`config.mk`:
```
export PLATFORM = sky130hd
export DESIGN_NAME = nvs_seq_host
export DESIGN_NICKNAME = d
export VERILOG_FILES = /design/src/rtl/nvs_seq_pkg.sv /design/src/rtl/nvs_seq_host.sv
export SDC_FILE = /design/constraint.sdc
export NUM_CORES = 1
export LEC_CHECK = 0
export ABC_AREA = 1
export ABC_CLOCK_PERIOD_IN_PS = 3400
export BUFFER_PORTS_ARGS = -buffer_cell sky130_fd_sc_hd__buf_4
export CORE_AREA = 2 2 50 99
export DETAILED_ROUTE_END_ITERATION = 8
export DIE_AREA = 0 0 52 101
export PLACE_DENSITY = 0.93
export SYNTH_ARGS = -nofsm -noshare
export SYNTH_HDL_FRONTEND = slang
export SYNTH_SLANG_ARGS = --single-unit
```
`constraint.sdc`:
```
create_clock -name clk_sys -period 3.4 [get_ports clk_sys]
set_input_delay 0.34 -clock clk_sys [delete_from_list [all_inputs] [get_ports clk_sys]]
set_output_delay 0.34 -clock clk_sys [all_outputs]
set_load 0.01 [all_outputs]
```
`src/rtl/nvs_seq_pkg.sv`:
```
// constants for the host-side soft-sequence controller of a nonvolatile sram
// assumes a 25 MHz system clock and a 17-bit asynchronous sram port
package nvs_seq_pkg;
	localparam int ADDR_W = 17;
	localparam int DATA_W = 8;
	localparam int CMP_W  = 14;
	localparam int SEQ_LEN = 6;
	localparam logic [ADDR_W-1:0] SEQ_A0 = 17'h04E38;
	localparam logic [ADDR_W-1:0] SEQ_A1 = 17'h0B1C7;
	localparam logic [ADDR_W-1:0] SEQ_A2 = 17'h083E0;
	localparam logic [ADDR_W-1:0] SEQ_A3 = 17'h07C1F;
	localparam logic [ADDR_W-1:0] SEQ_A4 = 17'h0703F;
	localparam logic [ADDR_W-1:0] CMD_AUTO_OFF = 17'h00B45;
	localparam logic [ADDR_W-1:0] CMD_AUTO_ON  = 17'h00B46;
	localparam logic [ADDR_W-1:0] CMD_STORE    = 17'h00FC0;
	localparam logic [ADDR_W-1:0] CMD_RECALL   = 17'h00C63;
	// command codes on the user port
	localparam logic [1:0] OP_AUTO_OFF = 2'h0;
	localparam logic [1:0] OP_AUTO_ON  = 2'h1;
	localparam logic [1:0] OP_STORE    = 2'h2;
	localparam logic [1:0] OP_RECALL   = 2'h3;
	// timing
	localparam int CLK_MHZ      = 25;
	localparam int ACC_NS       = 80;
	localparam int ACC_CYC      = (ACC_NS * CLK_MHZ + 999) / 1000;
	localparam int GAP_NS       = 40;
	localparam int GAP_CYC      = (GAP_NS * CLK_MHZ + 999) / 1000;
	localparam int RELEASE_NS   = 200;
	localparam int RELEASE_CYC  = (RELEASE_NS * CLK_MHZ + 999) / 1000;
	localparam int CNT_W        = 8;
	localparam logic [2:0] STEP_LAST = 3'h5;
	typedef enum logic [2:0] {S_IDLE, S_SETUP, S_ACC, S_GAP, S_BUSY, S_HOLD} state_t;
endpackage : nvs_seq_pkg

```
`src/rtl/nvs_seq_host.sv`:
```
// host controller issuing six-read soft sequences to a nonvolatile sram
// assumes store_busy_n and low_voltage are synchronous to clk_sys
// Operation
// - five lead reads then 0x0B45 disable the automatic power-loss save.
// - five lead reads then 0x0B46 re-enable the automatic power-loss save.
// - each step may be a chip-enable or output-enable controlled read.
// - a changed autosave setting persists only after a later store is issued.
// - the six addresses go out as consecutive accesses in exact order.
// - write enable stays high through all six accesses.
// - any other access inside a sequence aborts it.
`timescale 1ns/10ps
module nvs_seq_host (
	// clock and reset
	input  wire logic                            clk_sys,
	input  wire logic                            sys_rst,
	// user command port
	input  wire logic                            cmd_valid,
	input  wire logic [1:0]                      cmd_op,
	output logic                                 cmd_ready,
	output logic                                 cmd_done,
	output logic                                 cmd_aborted,
	output logic                                 save_dirty,
	// device status
	input  wire logic                            store_busy_n,
	input  wire logic                            low_voltage,
	// sram port
	output logic [nvs_seq_pkg::ADDR_W-1:0]       address_lines,
	output logic                                 ce_n,
	output logic                                 oe_n,
	output logic                                 we_n,
	input  wire logic [nvs_seq_pkg::DATA_W-1:0]  dq_in,
	output logic [nvs_seq_pkg::DATA_W-1:0]       dq_out,
	output logic                                 dq_oe,
	output logic [nvs_seq_pkg::DATA_W-1:0]       rd_data
);
	import nvs_seq_pkg::*;

	function automatic logic [ADDR_W-1:0] step_addr(input logic [2:0] s, input logic [1:0] op);
		logic [ADDR_W-1:0] a;
		a = SEQ_A0;
		case (s)
			3'h0: a = SEQ_A0;
			3'h1: a = SEQ_A1;
			3'h2: a = SEQ_A2;
			3'h3: a = SEQ_A3;
			3'h4: a = SEQ_A4;
			default: begin
				case (op)
					OP_AUTO_OFF: a = CMD_AUTO_OFF;
					OP_AUTO_ON:  a = CMD_AUTO_ON;
					OP_STORE:    a = CMD_STORE;
					default:     a = CMD_RECALL;
				endcase
			end
		endcase
		return a;
	endfunction : step_addr

	state_t            st_q, st_d;
	logic [2:0]        step_q, step_d;
	logic [1:0]        op_q, op_d;
	logic [CNT_W-1:0]  cnt_q, cnt_d;
	logic [ADDR_W-1:0] addr_q, addr_d;
	logic              ce_q, ce_d;
	logic              oe_q, oe_d;
	logic              use_oe_q, use_oe_d;
	logic              done_q, done_d;
	logic              abort_q, abort_d;
	logic              dirty_q, dirty_d;
	logic [DATA_W-1:0] rd_q, rd_d;
	logic              nv_cycle;

	assign nv_cycle = (op_q == OP_STORE) || (op_q == OP_RECALL);

	always_comb begin
		st_d     = st_q;
		step_d   = step_q;
		op_d     = op_q;
		cnt_d    = cnt_q;
		addr_d   = addr_q;
		ce_d     = ce_q;
		oe_d     = oe_q;
		use_oe_d = use_oe_q;
		done_d   = 1'b0;
		abort_d  = 1'b0;
		dirty_d  = dirty_q;
		rd_d     = rd_q;
		case (st_q)
			S_IDLE: begin
				if (cmd_valid) begin
					op_d   = cmd_op;
					step_d = 3'h0;
					addr_d = step_addr(3'h0, cmd_op);
					st_d   = S_SETUP;
				end
			end
			S_SETUP: begin
				if (low_voltage || !store_busy_n) begin
					abort_d = 1'b1;
					ce_d    = 1'b1;
					oe_d    = 1'b1;
					st_d    = S_IDLE;
				end else begin
					if (use_oe_q) begin
						ce_d = 1'b0;
						oe_d = 1'b1;
					end else begin
						ce_d = 1'b1;
						oe_d = 1'b0;
					end
					st_d  = S_ACC;
					cnt_d = CNT_W'(ACC_CYC);
				end
			end
			S_ACC: begin
				if (use_oe_q)
					oe_d = 1'b0;
				else
					ce_d = 1'b0;
				if (cnt_q != '0) begin
					cnt_d = cnt_q - CNT_W'(1);
				end else begin
					rd_d  = dq_in;
					ce_d  = 1'b1;
					oe_d  = 1'b1;
					cnt_d = CNT_W'(GAP_CYC);
					st_d  = S_GAP;
				end
			end
			S_GAP: begin
				if (cnt_q != '0) begin
					cnt_d = cnt_q - CNT_W'(1);
				end else if (step_q == STEP_LAST) begin
					if (op_q == OP_AUTO_OFF || op_q == OP_AUTO_ON)
						dirty_d = 1'b1;
					else if (op_q == OP_STORE)
						dirty_d = 1'b0;
					st_d = nv_cycle ? S_BUSY : S_IDLE;
					done_d = !nv_cycle;
				end else begin
					step_d   = step_q + 3'h1;
					// full address out, low bits matter
					addr_d   = step_addr(step_q + 3'h1, op_q);
					use_oe_d = !use_oe_q;
					st_d     = S_SETUP;
				end
			end
			S_BUSY: begin
				if (store_busy_n) begin
					cnt_d = CNT_W'(RELEASE_CYC);
					st_d  = S_HOLD;
				end
			end
			S_HOLD: begin
				if (!store_busy_n) begin
					st_d = S_BUSY;
				end else if (cnt_q != '0) begin
					cnt_d = cnt_q - CNT_W'(1);
				end else begin
					done_d = 1'b1;
					st_d   = S_IDLE;
				end
			end
			default: st_d = S_IDLE;
		endcase
	end

	always_ff @(posedge clk_sys) begin
		if (sys_rst) begin
			st_q     <= S_IDLE;
			step_q   <= '0;
			op_q     <= '0;
			cnt_q    <= '0;
			addr_q   <= '0;
			ce_q     <= 1'b1;
			oe_q     <= 1'b1;
			use_oe_q <= 1'b0;
			done_q   <= 1'b0;
			abort_q  <= 1'b0;
			dirty_q  <= 1'b0;
			rd_q     <= '0;
		end else begin
			st_q     <= st_d;
			step_q   <= step_d;
			op_q     <= op_d;
			cnt_q    <= cnt_d;
			addr_q   <= addr_d;
			ce_q     <= ce_d;
			oe_q     <= oe_d;
			use_oe_q <= use_oe_d;
			done_q   <= done_d;
			abort_q  <= abort_d;
			dirty_q  <= dirty_d;
			rd_q     <= rd_d;
		end
	end

	assign cmd_ready     = (st_q == S_IDLE);
	assign cmd_done      = done_q;
	assign cmd_aborted   = abort_q;
	assign save_dirty    = dirty_q;
	assign address_lines = addr_q;
	assign ce_n          = ce_q;
	assign oe_n          = oe_q;
	// write enable held high; no interleaved access
	assign we_n          = 1'b1;
	assign dq_out        = '0;
	assign dq_oe         = 1'b0;
	assign rd_data       = rd_q;
endmodule : nvs_seq_host

```
==> results of run 1 <==
[per-stage QoR]
step                hold slack (ps)  total power [W]
finish                          297          0.00240
global route                    302          0.00261
CTS                             290          0.00240
detailed placement              441          0.00200
global placement                437          0.00196
floorplan                       445          0.00172
[cells in the mapped netlist (all sizes together) (3+ instances only)]
master	count	area share [%]
nand2	93	14
nor2	61	9.8
dfxtp	43	34
inv	42	6.2
nand3	26	6.0
o21ai	25	5.1
a21oi	24	5.8
buf	19	5.7
ha	12	5.9
clkbuf	4	0.59
or2	4	1.1
o21a	3	0.89
[power by group]
group	switching [W]	internal [W]	leakage, nW
registers	0.000114	0.000635	0.351
logic	0.000798	0.000463	1.01
clock network	0.000175	0.000215	0.0502
[state kept, by name, summed over array words and instances (netlist names)]
signal         cells
oe_n               1
address_lines     13
cmd_done           1
use_oe_q           1
cmd_aborted        1
op_q               2
step_q             3
st_q               3
rd_data            8
save_dirty         1
ce_n               1
cnt_q              8
[layout by cell type, fill, tap and decap left out, drive strengths merged, types with 3 or more instances in the layout]
cell and instances:
buf 44, nand2 93, conb 11, o21ai 25, ha 12, o21a 3, inv 42, or2 4
dfxtp 43, a21oi 24, clkbuf 5, nor2 61, nand3 26
[worst max path at each step]
stage | startpoint | endpoint | depth (start not counted)
floorplan | step_q[0] | address_lines[0] | 10
global placement | st_q[0] | address_lines[6] | 6
detailed placement | st_q[0] | address_lines[5] | 6
CTS | st_q[0] | address_lines[5] | 6
global route | cnt_q[0] | rd_data[6] | 8
finish | st_q[1] | address_lines[5] | 6
[cell families (layout without fill, tap and decap cells)]
logic type	Yosys count	count (layout)	synth area share, %
XOR/XNOR	2	2	0.694
flip-flops	43	43	34.1
other	2	11	0.297
adder cells (fa/ha/maj)	12	12	5.94
AO/OA/AOI/OAI	59	59	13.9
buffers and inverters	65	93	12.6
AND/OR/NAND/NOR	190	190	32.5
[worst register-to-register path, delay by kind of cell, from the launching register on]
family          cells  cell delay (ps)
simple gates        3              680
flops               1              510
compound gates      2              360
buf+inv             1              220
[layout make-up]
cell class	instances	area (um^2)	area share [%]
Timing Repair Buffer	44	330	11.4
Inverter	42	158	5.43
Multi-Input combinational cell	274	1380	47.5
Tap cell	55	68.8	2.37
Clock inverter	2	37.5	1.29
Clock buffer	5	68.8	2.37
Sequential cell	43	861	29.6
[layer usage]
layer,GRT usage (%),routed length [um],share of wire [%],vias to the layer above
li1,-,-,-,1230
met1,28.0,2370,42,1069
met2,39.8,2750,49,105
met3,6.08,413,7.3,13
met4,10.3,124,2.2,0
met5,0,0,0,-
==> flow_summary_export.csv, run 1 <==
group,metric,value,unit
outcome,status,"finished, final reports clean",
critical_path,cp-start-kind,"register",
timing,tns,0,ps
timing,hold_viol_final,0,
power_and_ir_drop,leakage,1.41,nW
drt,wirelength,5660,um
critical_path,crit_slowest_cell,"dfxtp_1",
clock_network,cts_resized,0,
critical_path,worst_path_largest_cell_delay,510,ps
clock_network,hold_buffers,0,
run,max-cap-violations,0,
synthesis,syn_area_per_cell,6.77,um^2
drt,drt_iter0_drc,114,
critical_path,worstSetupPathType,"reg2reg",
floorplan,core_area,4510,um^2
floorplan,die_area,5250,um^2
timing,relSlewSlack,52.0,%
clock_network,numCtsBuffers,5,
critical_path,arrival,2070,ps
finish,num_antenna_cells,0,
finish,areaGrowthSynthToFinish,15.0,%
clock_network,clkSinkCount,43,
timing,worst_pin_slew,719,ps
synthesis,async_flop_share,0,%
critical_path,reg2reg_depth,6,
synthesis,yosysWarnings,0,
critical_path,reg2reg_slack,1560,ps
place,dp_hpwl,4210,um
drt,via_count,2417,
floorplan,initial_utilization,56.0,%
drt,route.detailed.drc,0,
timing,period_needed,1840,ps
drt,dr.pass1.iters,4,
drt,detail_route.wl_per_cell,12.2,um
place,place_area,2800,um^2
timing,setup_slack,1560,ps
floorplan,die_w,52,um
place,place_inst,458,
critical_path,required,3630,ps
synthesis,synth-main-ff-cell,"dfxtp_1",
synthesis,synth_edf_count,0,
critical_path,path_buf_inv,1,
global_route,antenna_found_initial,0,
synthesis,synthesis.area,2530,um^2
global_route,grt_use_total,23.9,%
place,gp_congestion,0.956,
finish,final_area,2910,um^2
timing,rsz0062_at_grt,"false",
min_path,hp-class,"in2reg",
power_and_ir_drop,vdd_drop_max,0.000537,V
timing,fmax,0.545,GHz
finish,fin_util,64.4,%
min_path,hp-start,"dq_in[1]",
place,place.port_buffers,44,
place,pre_cts_slack,1610,ps
min_path,hold_depth,3,
global_route,grt_pass1_wl,9690,um
global_route,grt.overflow.total,0,
synthesis,yosysSeqAreaShare,34.1,%
clock_network,cts_tree,"done",
global_route,grt_max_degree,27,
clock_network,clk_pin_slew,90,ps
clock_network,insertion_delay,300,ps
global_route,grt_pass1_vias,2292,
timing,skew,9.28,ps
floorplan,die_h,101,um
finish,drive_above_1_share,18.8,%
finish,final_nets,437,
critical_path,crit_path_cell_trace,"nand3_2 > o21ai_2 > nand3_4 > inv_2 > o21ai_0 > nor2_1",
timing,setup_viol,0,
synthesis,synth_cell_types,36,
clock_network,cts_setup_buffers,0,
min_path,whs_endpoint,"rd_data[1]",
floorplan,design.portCount,56,
critical_path,path_max_fanout,18,
drt,vias_per_cell,5.20,
critical_path,r2r_start,"st_q[1]",
floorplan,rows,35,
drt,drtAntennaViolNets,0,
timing,slew_viol_final,0,
critical_path,crit_family,"simple AND/OR/NAND/NOR gates",
finish,finalNonFillerCells,465,
synthesis,syn-instance-count,373,
critical_path,worstReg2RegEnd,"address_lines[5]",
power_and_ir_drop,p_per_area,826,nW/um^2
clock_network,htree_levels,2,
clock_network,cts-root-buf,"clkbuf_8",
clock_network,clk_path_buf_depth,2,
critical_path,end_kind,"register",
finish,fill_cells,399,
synthesis,synth-seq-cells,43,
timing,fin_crit_sh,54.0,%
Note: power is estimated with default switching activity, not from simulation.
==> run 2: changes to the inputs <==
ABC_CLOCK_PERIOD_IN_PS = 1850   (was 3400)
CORE_AREA = 2 2 52 102   (was 2 2 50 99)
DIE_AREA = 0 0 54 104   (was 0 0 52 101)
PLACE_DENSITY = 0.88   (was 0.93)
clock period = 1.85 ns   (was 3.4 ns; I/O delays follow)
==> flow_summary_export.csv, run 2 (same netlist as run 1, synthesis figures left out) <==
group,metric,value,unit
outcome,status,"finished, final reports clean",
critical_path,arrival,1970,ps
timing,rsz0062_at_grt,"true",
finish,final_cell_mix,"87 x nand2_1, 57 x buf_4, 56 x nor2_1, 39 x inv_1, 39 x dfxtp_1",
floorplan,die_h,104,um
critical_path,r2r_start,"step_q[0]",
global_route,grt_max_degree,19,
power_and_ir_drop,leakage,1.48,nW
power_and_ir_drop,vdd_drop_max,0.00126,V
floorplan,core_area,4860,um^2
timing,period_needed,1780,ps
finish,fill_cells,446,
clock_network,cts_tree,"done",
critical_path,reg2reg_slack,70,ps
clock_network,numCtsBuffers,5,
critical_path,worstSetupPathType,"reg2reg",
min_path,hp-class,"in2reg",
finish,finalNonFillerCells,482,
drt,drt_iter0_drc,69,
place,dp_hpwl,4950,um
floorplan,design.portCount,56,
place,place_inst,468,
finish,num_antenna_cells,0,
drt,route.detailed.drc,0,
finish,largest_reg_flops,13,
floorplan,initial_utilization,51.9,%
finish,areaGrowthSynthToFinish,20.4,%
place,place.port_buffers,44,
finish,final_common_cell,"nand2_1",
drt,via_count,2595,
critical_path,cp-start-kind,"register",
drt,detail_route.wl_per_cell,13.8,um
clock_network,insertion_delay,300,ps
critical_path,worstReg2RegEnd,"address_lines[9]",
global_route,grt_use_total,25.6,%
clock_network,hold_buffers,0,
clock_network,cts-root-buf,"clkbuf_8",
critical_path,end_kind,"register",
place,gp_congestion,0.959,
run,max-cap-violations,0,
critical_path,reg2reg_depth,8,
global_route,grt.overflow.total,0,
timing,hold_viol_final,0,
min_path,hold_depth,3,
place,pre_cts_slack,-37.1,ps
floorplan,rows,36,
min_path,whs_endpoint,"rd_data[0]",
timing,setup_slack,67.0,ps
timing,tns,0,ps
timing,fin_crit_sh,96.4,%
critical_path,path_max_fanout,5,
timing,slew_viol_final,0,
timing,skew,9.18,ps
drt,drtAntennaViolNets,0,
clock_network,clk_pin_slew,80,ps
clock_network,htree_levels,2,
floorplan,die_area,5620,um^2
global_route,grt_pass1_wl,10900,um
timing,fmax,0.561,GHz
clock_network,clk_path_buf_depth,2,
drt,wirelength,6650,um
finish,final_area,3040,um^2
min_path,hp-start,"dq_in[0]",
global_route,grt_pass1_vias,2577,
global_route,antenna_found_initial,0,
power_and_ir_drop,p_per_area,1530,nW/um^2
place,place_area,2860,um^2
timing,worst_pin_slew,485,ps
timing,setup_viol,0,
drt,vias_per_cell,5.38,
finish,fin_util,62.5,%
critical_path,required,2030,ps
finish,drive_above_1_share,23.8,%
drt,dr.pass1.iters,4,
floorplan,die_w,54,um
clock_network,clkSinkCount,43,
finish,final_nets,451,
timing,relSlewSlack,67.3,%
## run 2: cell types whose count changed in the layout (fill, tap and decap cells not counted), moves of 3 or more
cell / delta
dfxtp_2: +4
nand2_2: +3
dfxtp_1: -4
buf_4: +13
nand2_1: -3
## run 2: worst max path at each step
stage               slack (ps)               end  cells past startpoint       from
global placement            30  address_lines[9]                      8  step_q[0]
CTS                         40  address_lines[5]                      8  step_q[1]
floorplan                  290  address_lines[0]                     10  step_q[0]
global route               -30  address_lines[9]                      8   cnt_q[0]
finish                      70  address_lines[9]                      8  step_q[0]
detailed placement         -40  address_lines[9]                      8  step_q[0]
## run 2: through the flow
step / power (W) / hold slack, ps
after detailed placement: 0.00380 / 445
final: 0.00467 / 137
after global routing: 0.00509 / 154
after CTS: 0.00442 / 135
after global placement: 0.00373 / 438
after floorplan: 0.00316 / 349
## run 2: area by class of cell
class | count | area (um^2) | area share [%]
multi-input combinational | 275 | 1430 | 47.0
tap | 57 | 71.3 | 2.34
clock buffer | 6 | 72.6 | 2.39
clock inverter | 2 | 12.5 | 0.411
inverter | 42 | 163 | 5.35
sequential | 43 | 866 | 28.5
timing repair buffer | 57 | 428 | 14.1
## run 2: routing by layer
metal	global-route usage, %	wire length (um)	share of wire [%]
met5	0	0	0
met4	17.7	349	5.2
met3	4.60	262	3.9
met2	47.3	3840	58
met1	22.3	2190	33
## run 2: where the power goes
group / leakage, nW / switching [W] / internal [W] / total, W
registers: 0.352 / 0.000210 / 0.00117 / 0.00138
clock network: 0.0412 / 0.000328 / 0.000264 / 0.000592
logic: 1.09 / 0.00163 / 0.00106 / 0.00269
## run 2: worst max-delay path, stage by stage, from the launching register on
cell and delay [ps]:
dfxtp_1 340, ha_1 220, ha_1 290, inv_1 140
nand2_2 100, nand3_4 110, inv_1 90, a211oi_2 290
nor2_1 90
## run 2: what timing repair did
action	in CTS	in global routing
pin swaps	0	4
hold endpoints to repair	0	0
buffers inserted	0	5
gates resized for setup	3	11
endpoints found under the setup margin	2	25
gates cloned	0	1
==> run 3: changes to the inputs <==
CAP_MARGIN = 0   (was unset)
CORE_AREA = 2 2 51 100   (was 2 2 52 102)
CTS_BUF_LIST = sky130_fd_sc_hd__clkbuf_8   (was unset)
DIE_AREA = 0 0 53 102   (was 0 0 54 104)
PLACE_DENSITY = 0.91   (was 0.88)
==> flow_summary_export.csv, run 3 (same netlist as run 1, synthesis figures left out) <==
group,metric,value,unit
critical_path,arrival,2080,ps
run,max-cap-violations,0,
timing,setup_viol,0,
clock_network,clkSinkCount,43,
clock_network,numCtsBuffers,5,
floorplan,die_w,53,um
critical_path,reg2reg_slack,10,ps
global_route,grt_pass1_wl,9810,um
global_route,antenna_found_initial,0,
timing,fmax,0.545,GHz
timing,period_needed,1840,ps
floorplan,die_h,102,um
power_and_ir_drop,leakage,1.50,nW
place,place.port_buffers,44,
floorplan,core_area,4600,um^2
timing,slew_viol_final,0,
finish,num_antenna_cells,0,
drt,via_count,2531,
clock_network,clk_path_buf_depth,2,
power_and_ir_drop,p_per_area,1560,nW/um^2
drt,drt_iter0_drc,116,
clock_network,clk_pin_slew,80,ps
clock_network,cts_tree,"done",
drt,dr.pass1.iters,4,
drt,route.detailed.drc,0,
finish,areaGrowthSynthToFinish,20.4,%
global_route,grt_pass1_vias,2368,
critical_path,cp-start-kind,"register",
place,place_area,2870,um^2
critical_path,crit_family,"adder cells",
critical_path,reg2reg_depth,8,
global_route,grt_use_total,24.0,%
drt,vias_per_cell,5.27,
place,place_inst,467,
floorplan,die_area,5410,um^2
floorplan,initial_utilization,54.9,%
outcome,status,"finished, final reports clean",
min_path,hp-start,"dq_in[0]",
critical_path,path_buf_inv,0,
clock_network,hold_buffers,0,
global_route,grt.overflow.total,0,
timing,hold_viol_final,0,
critical_path,worstReg2RegEnd,"address_lines[7]",
floorplan,rows,35,
critical_path,crit_path_cell_trace,"ha_1 > ha_1 > nand2_1 > nand3_2 > o21ai_1 > nand2_1 > o21a_1 > nor2_1",
drt,detail_route.wl_per_cell,13.6,um
clock_network,cts-root-buf,"clkbuf_8",
drt,drtAntennaViolNets,0,
power_and_ir_drop,vdd_drop_max,0.00114,V
finish,fill_cells,382,
finish,final_common_cell,"nand2_1",
critical_path,worst_path_largest_cell_delay,410,ps
global_route,grt_max_degree,19,
finish,multiInputGateArea,1400,um^2
critical_path,worstSetupPathType,"reg2reg",
finish,largest_reg_flops,13,
critical_path,crit_cells,8,
finish,drive_above_1_share,23.1,%
min_path,hold_depth,3,
finish,final_nets,451,
finish,final_cell_mix,"89 x nand2_1, 58 x buf_4, 56 x nor2_1, 42 x dfxtp_1, 38 x inv_1",
critical_path,crit_slowest_cell,"dfxtp_1",
clock_network,htree_levels,2,
min_path,hp-class,"in2reg",
critical_path,required,2090,ps
finish,ff_latch_area,862,um^2
finish,final_area,3040,um^2
timing,fin_crit_sh,99.2,%
finish,finalNonFillerCells,480,
place,gp_congestion,0.981,
min_path,whs_endpoint,"rd_data[0]",
place,dp_hpwl,4900,um
critical_path,path_max_fanout,5,
critical_path,r2r_start,"step_q[1]",
timing,skew,3.30,ps
drt,wirelength,6530,um
clock_network,insertion_delay,300,ps
critical_path,end_kind,"register",
floorplan,design.portCount,56,
-- run 3: metal layers --
| metal | up-vias | GRT usage (%) | part of all wire (%) |
|---|---|---|---|
| li1 | 1257 | - | - |
| met1 | 1140 | 21.0 | 34 |
| met2 | 98 | 45.6 | 56 |
| met3 | 36 | 3.65 | 4.3 |
| met4 | 0 | 18.1 | 5.9 |
| met5 | - | 0 | 0 |
-- run 3: report_power, final --
group          switching, W  total [W]  internal, W  leakage, nW
Clock              0.000343   0.000746     0.000402       0.0581
Combinational       0.00157    0.00261      0.00104         1.09
Sequential         0.000210    0.00138      0.00117        0.351
Total               0.00213    0.00474      0.00261         1.50
-- run 3: repair_timing --
action,CTS,global route
setup buffers,0,5
gates resized for setup,0,11
endpoints found under the setup margin,0,15
-- run 3: final cells by class --
class | instances | share of cell area [%]
inverter | 42 | 5.27
clock inverter | 3 | 1.44
tap | 55 | 2.26
timing repair buffer | 58 | 14.3
clock buffer | 5 | 2.26
sequential | 43 | 28.3
multi-input combinational | 274 | 46.1
-- run 3: tightest hold or removal path, stage by stage --
cell and delay, ps:
buf_4 70, o21ai_0 70, nor2_1 70
-- run 3: worst max path at each step --
stage | start | endpoint | slack, ps
after floorplan | step_q[0] | address_lines[0] | 290
after global placement | step_q[0] | address_lines[9] | 100
after detailed placement | step_q[0] | address_lines[9] | 70
after CTS | step_q[0] | address_lines[9] | 40
after global routing | step_q[1] | address_lines[0] | -70
final | step_q[1] | address_lines[7] | 10
-- run 3: metrics by stage --
step	TNS (ps)	worst slack (ps)	util [%]	total power (W)	hold slack, ps
finish	0	14.4	66.1	0.00474	132
global placement	0	103	62.3	0.00373	434
CTS	0	40.2	64.8	0.00454	133
global route	-353	-73.3	66.1	0.00509	147
detailed placement	0	69.7	62.3	0.00380	442
floorplan	0	286	-	0.00316	349
